`src/wdt_cfg.svh`:
```
// Constants of the watchdog block: offsets, field positions, reset values.
// Assumes inclusion by its bare name from the package and the design.
//
// How it works
// - Timeout while active and awake requests a system reset.
// - Counter advances only on ticks of the 31 kHz low-frequency oscillator.
// - Two-bit mode selects always on, off in sleep, software, always off.
// - Mode 11 is active always, sleep included; software enable ignored.
// - Mode 10 runs while awake and stops in sleep.
// - Mode 01 follows the software enable bit, awake or asleep.
// - In mode 01 sleep entry or exit never changes protection.
// - Five-bit period select sets timeout from 1 ms to 256 s.
// - Any reset returns period select to the two-second setting.
// - Resets, clear instruction, sleep in/out, osc fail, disable clear counter.
// - Counter held clear in mode 00, mode 01 disabled, mode 10 sleep.
// - Sleep entry clears the counter, which keeps counting if still active.
// - Crystal clock sleep exit holds counter clear until start-up timer ends.
// - Other clock sources clear counter once on sleep exit, no hold.
// - Timeout during sleep wakes the device instead of resetting it.
// - Timeout updates timeout and power-down flags, and the reset-cause flag when awake.
// - Changing the internal oscillator divider leaves the counter alone.
// - Code 0 is 1:32, doubling to code 18 at 2^23; above is 1:32.
`ifndef WDT_CFG_SVH
`define WDT_CFG_SVH

// ****************************************************************
// Register byte offsets
// ****************************************************************
`define WDT_OFF_CONTROL 8'h00
`define WDT_OFF_FLAGS 8'h04
`define WDT_OFF_IRQ_STATUS 8'h08
`define WDT_OFF_IRQ_MASK 8'h0C
`define WDT_OFF_COUNT 8'h10

// ****************************************************************
// Fields
// ****************************************************************
`define WDT_CTRL_EN_BIT 0
`define WDT_CTRL_PS_LSB 1
`define WDT_CTRL_PS_MSB 5
`define WDT_PS_RESET 5'h0B
`define WDT_PS_MAX 5'h12
`define WDT_EN_RESET 1'h0
`define WDT_BASE_SHIFT 5
`define WDT_CNT_W 23
`define WDT_IRQ_W 2
`define WDT_RESP_OKAY 2'h0
`define WDT_RESP_SLVERR 2'h2

`endif

```
`src/wdt_pkg.sv`:
```
// Types shared by the watchdog block.
// Assumes wdt_cfg.svh is on the include path.
`include "wdt_cfg.svh"

package wdt_pkg;

  // ****************************************************************
  // Mode field encoding
  // ****************************************************************
  typedef enum logic [1:0] {
    WDT_MODE_OFF = 2'h0,
    WDT_MODE_SOFT = 2'h1,
    WDT_MODE_AWAKE = 2'h2,
    WDT_MODE_ON = 2'h3
  } wdt_mode_type;

  // Software-visible control register
  typedef struct packed {
    logic [4:0] periodSel;
    logic softEn;
  } wdt_ctrl_type;

  // Active-low status flags kept across the reset the watchdog causes
  typedef struct packed {
    logic resetCauseN;
    logic powerdownN;
    logic timeoutN;
  } wdt_flags_type;

  // Power-state events from the sleep controller
  typedef struct packed {
    logic asleep;
    logic sleepEnter;
    logic wakeUp;
    logic ostRunning;
    logic clkIsCrystal;
  } wdt_power_type;

endpackage : wdt_pkg

```
`src/wdt_top.sv`:
```
// Watchdog timer with sleep wake-up, AXI4-Lite register slave.
// Assumes a 25 MHz clk, a one-cycle tick per low-frequency oscillator
// period synchronous to clk, and power events from the sleep controller.
//
// Implementation choices: the AXI4-Lite interface to the registers and the register offsets.
`include "wdt_cfg.svh"

module wdt_top #(
  parameter int CNT_W = `WDT_CNT_W
) (
  input wire logic clk,
  input wire logic resetn,
  // Core and power events
  input wire logic lowFreqOscTick,
  input wire logic [1:0] watchdogModeConfig,
  input wire logic clearWatchdogInstr,
  input wire logic sysResetIn,
  input wire logic oscFailDetect,
  input wire wdt_pkg::wdt_power_type power,
  output logic watchdogResetReq,
  output logic watchdogWakeReq,
  output wdt_pkg::wdt_flags_type flags,
  output logic irq,
  // AXI4-Lite slave
  input wire logic [7:0] s_axi_awaddr,
  input wire logic s_axi_awvalid,
  output logic s_axi_awready,
  input wire logic [31:0] s_axi_wdata,
  input wire logic [3:0] s_axi_wstrb,
  input wire logic s_axi_wvalid,
  output logic s_axi_wready,
  output logic [1:0] s_axi_bresp,
  output logic s_axi_bvalid,
  input wire logic s_axi_bready,
  input wire logic [7:0] s_axi_araddr,
  input wire logic s_axi_arvalid,
  output logic s_axi_arready,
  output logic [31:0] s_axi_rdata,
  output logic [1:0] s_axi_rresp,
  output logic s_axi_rvalid,
  input wire logic s_axi_rready
);

  // ****************************************************************
  // Functions
  // ****************************************************************

  // Last count before timeout for a period code
  function automatic logic [CNT_W-1:0] limitOf(input logic [4:0] code);
    logic [CNT_W:0] ticks;
    ticks = '0;
    if (code > `WDT_PS_MAX) begin
      ticks[`WDT_BASE_SHIFT] = 1'b1;
    end else begin
      ticks[`WDT_BASE_SHIFT + code] = 1'b1;
    end
    limitOf = CNT_W'(ticks - (CNT_W + 1)'(1));
  endfunction : limitOf

  // True when the byte address names a mapped register
  function automatic logic isMapped(input logic [7:0] addr);
    isMapped = (addr == `WDT_OFF_CONTROL) || (addr == `WDT_OFF_FLAGS) ||
      (addr == `WDT_OFF_IRQ_STATUS) || (addr == `WDT_OFF_IRQ_MASK) ||
      (addr == `WDT_OFF_COUNT);
  endfunction : isMapped

  // ****************************************************************
  // State
  // ****************************************************************
  wdt_pkg::wdt_ctrl_type ctrl_r;
  wdt_pkg::wdt_flags_type flags_r;
  logic [CNT_W-1:0] count_r;
  logic asleepDly_r;
  logic [`WDT_IRQ_W-1:0] irqStatus_r;
  logic [`WDT_IRQ_W-1:0] irqMask_r;
  logic resetReq_r;
  logic wakeReq_r;

  logic awHeld_r;
  logic [7:0] awAddr_r;
  logic wHeld_r;
  logic [31:0] wData_r;
  logic [3:0] wStrb_r;
  logic bValid_r;
  logic [1:0] bResp_r;
  logic rValid_r;
  logic [31:0] rData_r;
  logic [1:0] rResp_r;

  // ****************************************************************
  // Mode decode
  // ****************************************************************
  wdt_pkg::wdt_mode_type mode;
  logic active;
  logic wakeUpSeen;
  logic holdClear;
  logic pulseClear;
  logic timeout;

  assign mode = wdt_pkg::wdt_mode_type'(watchdogModeConfig);

  // Mode 11 ignores software enable and sleep; mode 00 is off regardless
  assign active =
    (mode == wdt_pkg::WDT_MODE_ON) ||
    ((mode == wdt_pkg::WDT_MODE_AWAKE) && !power.asleep) ||
    ((mode == wdt_pkg::WDT_MODE_SOFT) && ctrl_r.softEn);

  // Wake is also recognised from the falling edge of the sleep level
  assign wakeUpSeen = power.wakeUp || (asleepDly_r && !power.asleep);

  // Level conditions keep the counter at zero
  assign holdClear = !active ||
    (power.ostRunning && power.clkIsCrystal);

  // One-shot conditions; the divider setting is not among them
  assign pulseClear = sysResetIn ||
    clearWatchdogInstr ||
    power.sleepEnter ||
    wakeUpSeen ||
    oscFailDetect;

  // Timeout on the tick that completes the selected count
  assign timeout = active && !holdClear && !pulseClear && lowFreqOscTick &&
    (count_r == limitOf(ctrl_r.periodSel));

  // ****************************************************************
  // Counter
  // ****************************************************************
  logic [CNT_W-1:0] count_nxt;

  always_comb begin
    count_nxt = count_r;
    if (holdClear || pulseClear || timeout) begin
      count_nxt = '0;
    end else if (lowFreqOscTick) begin
      count_nxt = count_r + CNT_W'(1);
    end
  end

  always_ff @(posedge clk or negedge resetn) begin
    if (!resetn) begin
      count_r <= '0;
      asleepDly_r <= 1'b0;
    end else begin
      count_r <= count_nxt;
      asleepDly_r <= power.asleep;
    end
  end

  // ****************************************************************
  // Reset or wake request
  // ****************************************************************
  always_ff @(posedge clk or negedge resetn) begin
    if (!resetn) begin
      resetReq_r <= 1'b0;
      wakeReq_r <= 1'b0;
    end else begin
      resetReq_r <= timeout && !power.asleep;
      wakeReq_r <= timeout && power.asleep;
    end
  end

  assign watchdogResetReq = resetReq_r;
  assign watchdogWakeReq = wakeReq_r;

  // ****************************************************************
  // Register write decode
  // ****************************************************************
  logic awTake;
  logic wTake;
  logic wrFire;
  logic [7:0] wrAddr;
  logic [31:0] wrData;
  logic [3:0] wrStrb;
  logic wrLow;
  logic wrCtrl;
  logic wrFlags;
  logic wrIrqStatus;
  logic wrIrqMask;

  assign s_axi_awready = !awHeld_r && !bValid_r;
  assign s_axi_wready = !wHeld_r && !bValid_r;
  assign awTake = s_axi_awvalid && s_axi_awready;
  assign wTake = s_axi_wvalid && s_axi_wready;
  assign wrFire = (awHeld_r || awTake) && (wHeld_r || wTake);
  assign wrAddr = awHeld_r ? awAddr_r : s_axi_awaddr;
  assign wrData = wHeld_r ? wData_r : s_axi_wdata;
  assign wrStrb = wHeld_r ? wStrb_r : s_axi_wstrb;
  assign wrLow = wrFire && wrStrb[0];
  assign wrCtrl = wrLow && (wrAddr == `WDT_OFF_CONTROL);
  assign wrFlags = wrLow && (wrAddr == `WDT_OFF_FLAGS);
  assign wrIrqStatus = wrLow && (wrAddr == `WDT_OFF_IRQ_STATUS);
  assign wrIrqMask = wrLow && (wrAddr == `WDT_OFF_IRQ_MASK);

  // ****************************************************************
  // Control register
  // ****************************************************************
  always_ff @(posedge clk or negedge resetn) begin
    if (!resetn) begin
      ctrl_r.periodSel <= `WDT_PS_RESET;
      ctrl_r.softEn <= `WDT_EN_RESET;
    end else if (sysResetIn) begin
      ctrl_r.periodSel <= `WDT_PS_RESET;
      ctrl_r.softEn <= `WDT_EN_RESET;
    end else if (wrCtrl) begin
      ctrl_r.periodSel <= wrData[`WDT_CTRL_PS_MSB:`WDT_CTRL_PS_LSB];
      ctrl_r.softEn <= wrData[`WDT_CTRL_EN_BIT];
    end
  end

  // ****************************************************************
  // Status flags, active low, kept over a system reset
  // ****************************************************************
  wdt_pkg::wdt_flags_type flags_nxt;

  always_comb begin
    flags_nxt = flags_r;
    // Writing one re-arms a flag
    if (wrFlags) begin
      flags_nxt = flags_r | wdt_pkg::wdt_flags_type'(wrData[2:0]);
    end
    if (power.sleepEnter) begin
      flags_nxt.powerdownN = 1'b0;
      flags_nxt.timeoutN = 1'b1;
    end
    // Hardware events win over a software re-arm
    if (timeout) begin
      flags_nxt.timeoutN = 1'b0;
      flags_nxt.powerdownN = !power.asleep;
      if (!power.asleep) begin
        flags_nxt.resetCauseN = 1'b0;
      end
    end
  end

  always_ff @(posedge clk or negedge resetn) begin
    if (!resetn) begin
      flags_r <= '1;
    end else begin
      flags_r <= flags_nxt;
    end
  end

  assign flags = flags_r;

  // ****************************************************************
  // Interrupt status and mask
  // ****************************************************************
  logic [`WDT_IRQ_W-1:0] irqEvents;

  assign irqEvents = {timeout && power.asleep, timeout && !power.asleep};

  always_ff @(posedge clk or negedge resetn) begin
    if (!resetn) begin
      irqStatus_r <= '0;
      irqMask_r <= '0;
    end else begin
      irqStatus_r <= (irqStatus_r &
        ~(wrIrqStatus ? wrData[`WDT_IRQ_W-1:0] : '0)) | irqEvents;
      if (wrIrqMask) begin
        irqMask_r <= wrData[`WDT_IRQ_W-1:0];
      end
    end
  end

  assign irq = |(irqStatus_r & irqMask_r);

  // ****************************************************************
  // Write channel
  // ****************************************************************
  always_ff @(posedge clk or negedge resetn) begin
    if (!resetn) begin
      awHeld_r <= 1'b0;
      awAddr_r <= 8'h00;
      wHeld_r <= 1'b0;
      wData_r <= 32'h0000_0000;
      wStrb_r <= 4'h0;
      bValid_r <= 1'b0;
      bResp_r <= `WDT_RESP_OKAY;
    end else begin
      if (wrFire) begin
        awHeld_r <= 1'b0;
        wHeld_r <= 1'b0;
        bValid_r <= 1'b1;
        bResp_r <= isMapped(wrAddr) ? `WDT_RESP_OKAY : `WDT_RESP_SLVERR;
      end else begin
        if (awTake) begin
          awHeld_r <= 1'b1;
          awAddr_r <= s_axi_awaddr;
        end
        if (wTake) begin
          wHeld_r <= 1'b1;
          wData_r <= s_axi_wdata;
          wStrb_r <= s_axi_wstrb;
        end
        if (bValid_r && s_axi_bready) begin
          bValid_r <= 1'b0;
        end
      end
    end
  end

  assign s_axi_bvalid = bValid_r;
  assign s_axi_bresp = bResp_r;

  // ****************************************************************
  // Read channel
  // ****************************************************************
  logic rdTake;
  logic [31:0] rdMux;

  assign s_axi_arready = !rValid_r;
  assign rdTake = s_axi_arvalid && s_axi_arready;

  always_comb begin
    rdMux = 32'h0000_0000;
    case (s_axi_araddr)
      `WDT_OFF_CONTROL: rdMux[5:0] = ctrl_r;
      `WDT_OFF_FLAGS: rdMux[2:0] = flags_r;
      `WDT_OFF_IRQ_STATUS: rdMux[`WDT_IRQ_W-1:0] = irqStatus_r;
      `WDT_OFF_IRQ_MASK: rdMux[`WDT_IRQ_W-1:0] = irqMask_r;
      `WDT_OFF_COUNT: rdMux[CNT_W-1:0] = count_r;
      default: rdMux = 32'h0000_0000;
    endcase
  end

  always_ff @(posedge clk or negedge resetn) begin
    if (!resetn) begin
      rValid_r <= 1'b0;
      rData_r <= 32'h0000_0000;
      rResp_r <= `WDT_RESP_OKAY;
    end else if (rdTake) begin
      rValid_r <= 1'b1;
      rData_r <= rdMux;
      rResp_r <= isMapped(s_axi_araddr) ? `WDT_RESP_OKAY : `WDT_RESP_SLVERR;
    end else if (rValid_r && s_axi_rready) begin
      rValid_r <= 1'b0;
    end
  end

  assign s_axi_rvalid = rValid_r;
  assign s_axi_rdata = rData_r;
  assign s_axi_rresp = rResp_r;

endmodule : wdt_top

```
`config.mk`:
```
export PLATFORM = sky130hd
export DESIGN_NAME = wdt_top
export DESIGN_NICKNAME = d
export VERILOG_FILES = /design/src/wdt_pkg.sv /design/src/wdt_top.sv
export VERILOG_INCLUDE_DIRS = /design/src
export SDC_FILE = /design/constraint.sdc
export NUM_CORES = 1
export LEC_CHECK = 0
export BUFFER_PORTS_ARGS = -buffer_cell sky130_fd_sc_hd__buf_4
export CELL_PAD_IN_SITES_DETAIL_PLACEMENT = 0
export CELL_PAD_IN_SITES_GLOBAL_PLACEMENT = 2
export CORE_ASPECT_RATIO = 1.5
export CORE_MARGIN = 1
export CORE_UTILIZATION = 33
export CTS_BUF_LIST = sky130_fd_sc_hd__clkbuf_4
export DETAILED_ROUTE_END_ITERATION = 12
export PLACE_DENSITY = 0.88
export SLEW_MARGIN = 20
export SYNTH_ARGS = -nofsm -noshare
export SYNTH_HDL_FRONTEND = slang
export SYNTH_SLANG_ARGS = --single-unit
```
`constraint.sdc`:
```
create_clock -name clk -period 3.6 [get_ports clk]
set_input_delay 0.36 -clock clk [delete_from_list [all_inputs] [get_ports clk]]
set_output_delay 0.36 -clock clk [all_outputs]
set_load 0.02 [all_outputs]
```
==> summary.md <==
| Metric | Value |
|---|---|
| Crit path time final | just over 3000 ps |
| Run status | finished clean |
| Die Height | 148 um |
| CTS root buf | clkbuf_4 |
| Setup Crit Path Kind | flip-flop to flip-flop |
| CP Data Arrival Time | about 3400 ps |
| Startpoint Class | flip-flop |
| Die area | 0.0147 mm2 |
| Io pins | 117 |
| Gate power share | 0.207 |
| Port bufs | 76 |
| Worst vdd rail ir drop | 304 uV |
| Worst-path cell chain | a211oi_4 -> and3_1 -> or3_1 -> a2111oi_1 -> nand4_1 -> or2_1 -> mux2_4 |
| Gpl congestion | 0.848 |
| HPWL Detailed | 8210 um |
| Post-synth top flop | dfrtp_1 |
| Cells after Synth | just over 500 |
| CTS clk-pin slew, worst paths | between 100 and 150 ps |
| Cell variety after synth | 64 |
| Antenna Nets Post-Route | 0 |
| Post-synth EDFFs | 0 |
| Post-cts resize count | 0 |
| Net switching power | 0.000678 W |
| Drt drc | 0 |
| Worst-Margin Slew | 796 ps |
| Net Sw Frac | 0.311 |
| Share of cells above drive strength 1 | 0.223 |
| Power density over cell area | roughly 400 mW/mm2 |
| Max Slew Vio Count | 0 |
| Ant. Diodes | 0 |
| Worst path bufs/invs | 0 |
| Hold crit path type | input pin to flip-flop |
| Total routed wirelength | 11200 um |
| Area fraction of the dominant cell type after synthesis | 0.412 |
| Setup violations, final | 0 |
| Tot Pwr | 0.00218 W |
| Initial Utilization | 0.342 |
| Clk sinks | 83 |
| Static leakage | 2.29 nW |
| Top cell type by total area after synthesis | dfrtp_1 |
| CP Capture Type | flip-flop |
| Post-CTS Setup Bufs | 0 |
| Crit path max fanout | 20 |
| Crit path max-delay cell type | dfstp_2 |
| Count leader, synth | dfrtp_1 |
| Clock network power share | 0.264 |
| Period Utilization, post-route | 0.840 |
| H-Tree Level Count | 3 |
| Final Hold Fails | 0 |
| Via count | approximately 3.9k |
| First-pass GRT wire length | 18500 um |
| Die Span X | 99.2 um |
| Global route overflow | 0 |
| Vias in the first global route | 3794 |
| TritonCTS Buffers | 9 |
| Pin count of the biggest net entering global routing | 84 |
| Register bit count reported by yosys | 83 |
| All-Layer GR Usage | 0.158 |
| DRT iter0 DRCs | 221 |
| Post-synth ARST share | 1.00 |
| Post-Syn Area | ~0.0047 mm2 |
| Area grow syn2layout | 16.7% |
| Clock Skew | 20.9 ps |
| Max Freq | 331 MHz |
| Wirelength per Cell | 15.2 um |
| CP delay by family, top | simple AND/OR/NAND/NOR gates |
| Net count, final | 642 |
| Worst-case clock buffer depth | 2 |
| CTS tree | yes |
| Core Box Area | 0.0137 mm2 |
| Seq/Total Area, Yosys | 0.446 |
| Drt first pass iters | 4 |
| RSZ-0062 raised after global routing | false |
| Max cap viols | 0 |
| Clk_lat worst skew | approximately 450 ps |
| Area contributors post-synth | dfrtp_1, nand2_1, nor2_1 |
| Internal power | 0.00150 W |
| Vias per cell | 5.24 |
| Post-synth top cells | dfrtp_1, nand2_1, nor2_1, o21ai_0, clkbuf_1 |
| Crit path required time | 3990 ps |
| Max stage delay on crit path | 820 ps |
| Slew headroom | 0.469 |
| Setup tns final | 0 ps |
| Initial antenna violation count | 0 |
| Avg Cell Area, Syn | slightly above 9 um2 |
| Seq pwr share | 0.529 |
| Synth warnings | 0 |
| Row cnt | 52 |
metal layers:
layer	up-vias	wire length, um	GRT usage
met5	-	0	0
met4	0	184	0.0537
met3	16	425	0.0288
met2	91	5780	0.281
met1	1866	4790	0.191
li1	1890	-	-
cell families (layout without fill, tap and decap cells):
logic type / after synthesis / after routing / synth area share
other: 2 / 13 / 0.00161
adders and majority gates: 2 / 2 / 0.00535
AOI/OAI and AO/OA: 98 / 98 / 0.140
and+or+nand+nor: 211 / 211 / 0.215
buffers and inverters: 54 / 106 / 0.0564
muxes: 29 / 29 / 0.0733
xor gates and xnor gates: 33 / 33 / 0.0618
DFF: 83 / 83 / 0.446
power by group through the flow:
stage | logic (W) | registers [W] | clock network [W]
floorplan | 0.000315 | 0.00115 | 0
global placement | 0.000445 | 0.00116 | 0
global route | 0.000506 | 0.00117 | 0.000636
CTS | 0.000456 | 0.00115 | 0.000596
detailed placement | 0.000455 | 0.00117 | 0
finish | 0.000451 | 0.00115 | 0.000575
final cells by class:
class	instances	area, um2
Clock inverter	6	72.6
Sequential cell	83	2080
Multi-Input combinational cell	386	2370
Timing Repair Buffer	81	614
Fill cell	1398	8210
Inverter	9	33.8
Tap cell	162	203
Clock buffer	10	75.1
repair_timing:
| action | in CTS | in global routing |
|---|---|---|
| hold buffers | 0 | 1 |
| endpoints found under the setup margin | 0 | 0 |
| endpoints found under the hold margin | 0 | 20 |
metrics by stage:
stage / instances / utilization / setup WS, ps / area, um2 / hold slack (ps)
global placement: 720 / 0.388 / 607 / 5300 / 463
floorplan: 523 / - / 996 / 4720 / 64.4
CTS: 736 / 0.398 / 560 / 5440 / 36.8
finish: 737 / 0.399 / 577 / 5460 / 58.0
global route: 737 / 0.399 / 307 / 5460 / 43.3
detailed placement: 720 / 0.388 / 582 / 5300 / 471
path summary, 6_finish.rpt:
| kind | startpoint | endpoint | slack [ps] | depth (start not counted) |
|---|---|---|---|---|
| max | ctrl_r[2] | flags[1] | 580 | 7 |
| min | power[4] | asleepDly_r | 60 | 1 |
| max reg2reg | ctrl_r[2] | flags[1] | 580 | 7 |
| min reg2reg | s_axi_rdata[11] | s_axi_rdata[11] | 490 | 2 |
| max in group asynchronous | resetn | ctrl_r[5] | 2570 | 2 |
| min in group asynchronous | resetn | s_axi_rdata[18] | 490 | 2 |
worst reg2reg max path, cell delays in order, from the launching register on:
cell       delay, ps
dfstp_2          820
a211oi_4         170
and3_1           310
or3_1            370
a2111oi_1        440
nand4_1          170
or2_1            360
mux2_4           330
cells in the final DEF (no fill, tap or decap), drive strengths merged, types with 5 or more instances in the layout:
master  netlist  final
buf          21     80
dfrtp        77     77
nand2        69     69
nor2         57     57
o21ai        36     36
xor2         20     20
mux2         19     19
nor3         16     16
xnor2        13     13
conb          2     13
a21oi        11     11
inv           9     11
nand3        10     10
clkbuf       24     10
nand4         9      9
a22oi         9      9
nor4          8      8
mux2i         8      8
nor2b         7      7
a211oi        7      7
dfstp         6      6
and3          5      5
nand3b        5      5
or4           5      5
o31ai         5      5
flip-flops by register name, summed over array words and instances, names as in the netlist:
register	cells
s_axi_rdata	23
wStrb_r	1
watchdogWakeReq	1
irqMask_r	2
wHeld_r	1
awAddr_r	8
asleepDly_r	1
count_r	23
s_axi_bvalid	1
irqStatus_r	2
s_axi_rvalid	1
ctrl_r	6
watchdogResetReq	1
s_axi_bresp	1
s_axi_rresp	1
flags	3
awHeld_r	1
wData_r	6
Power figures use the tool's default switching activity.
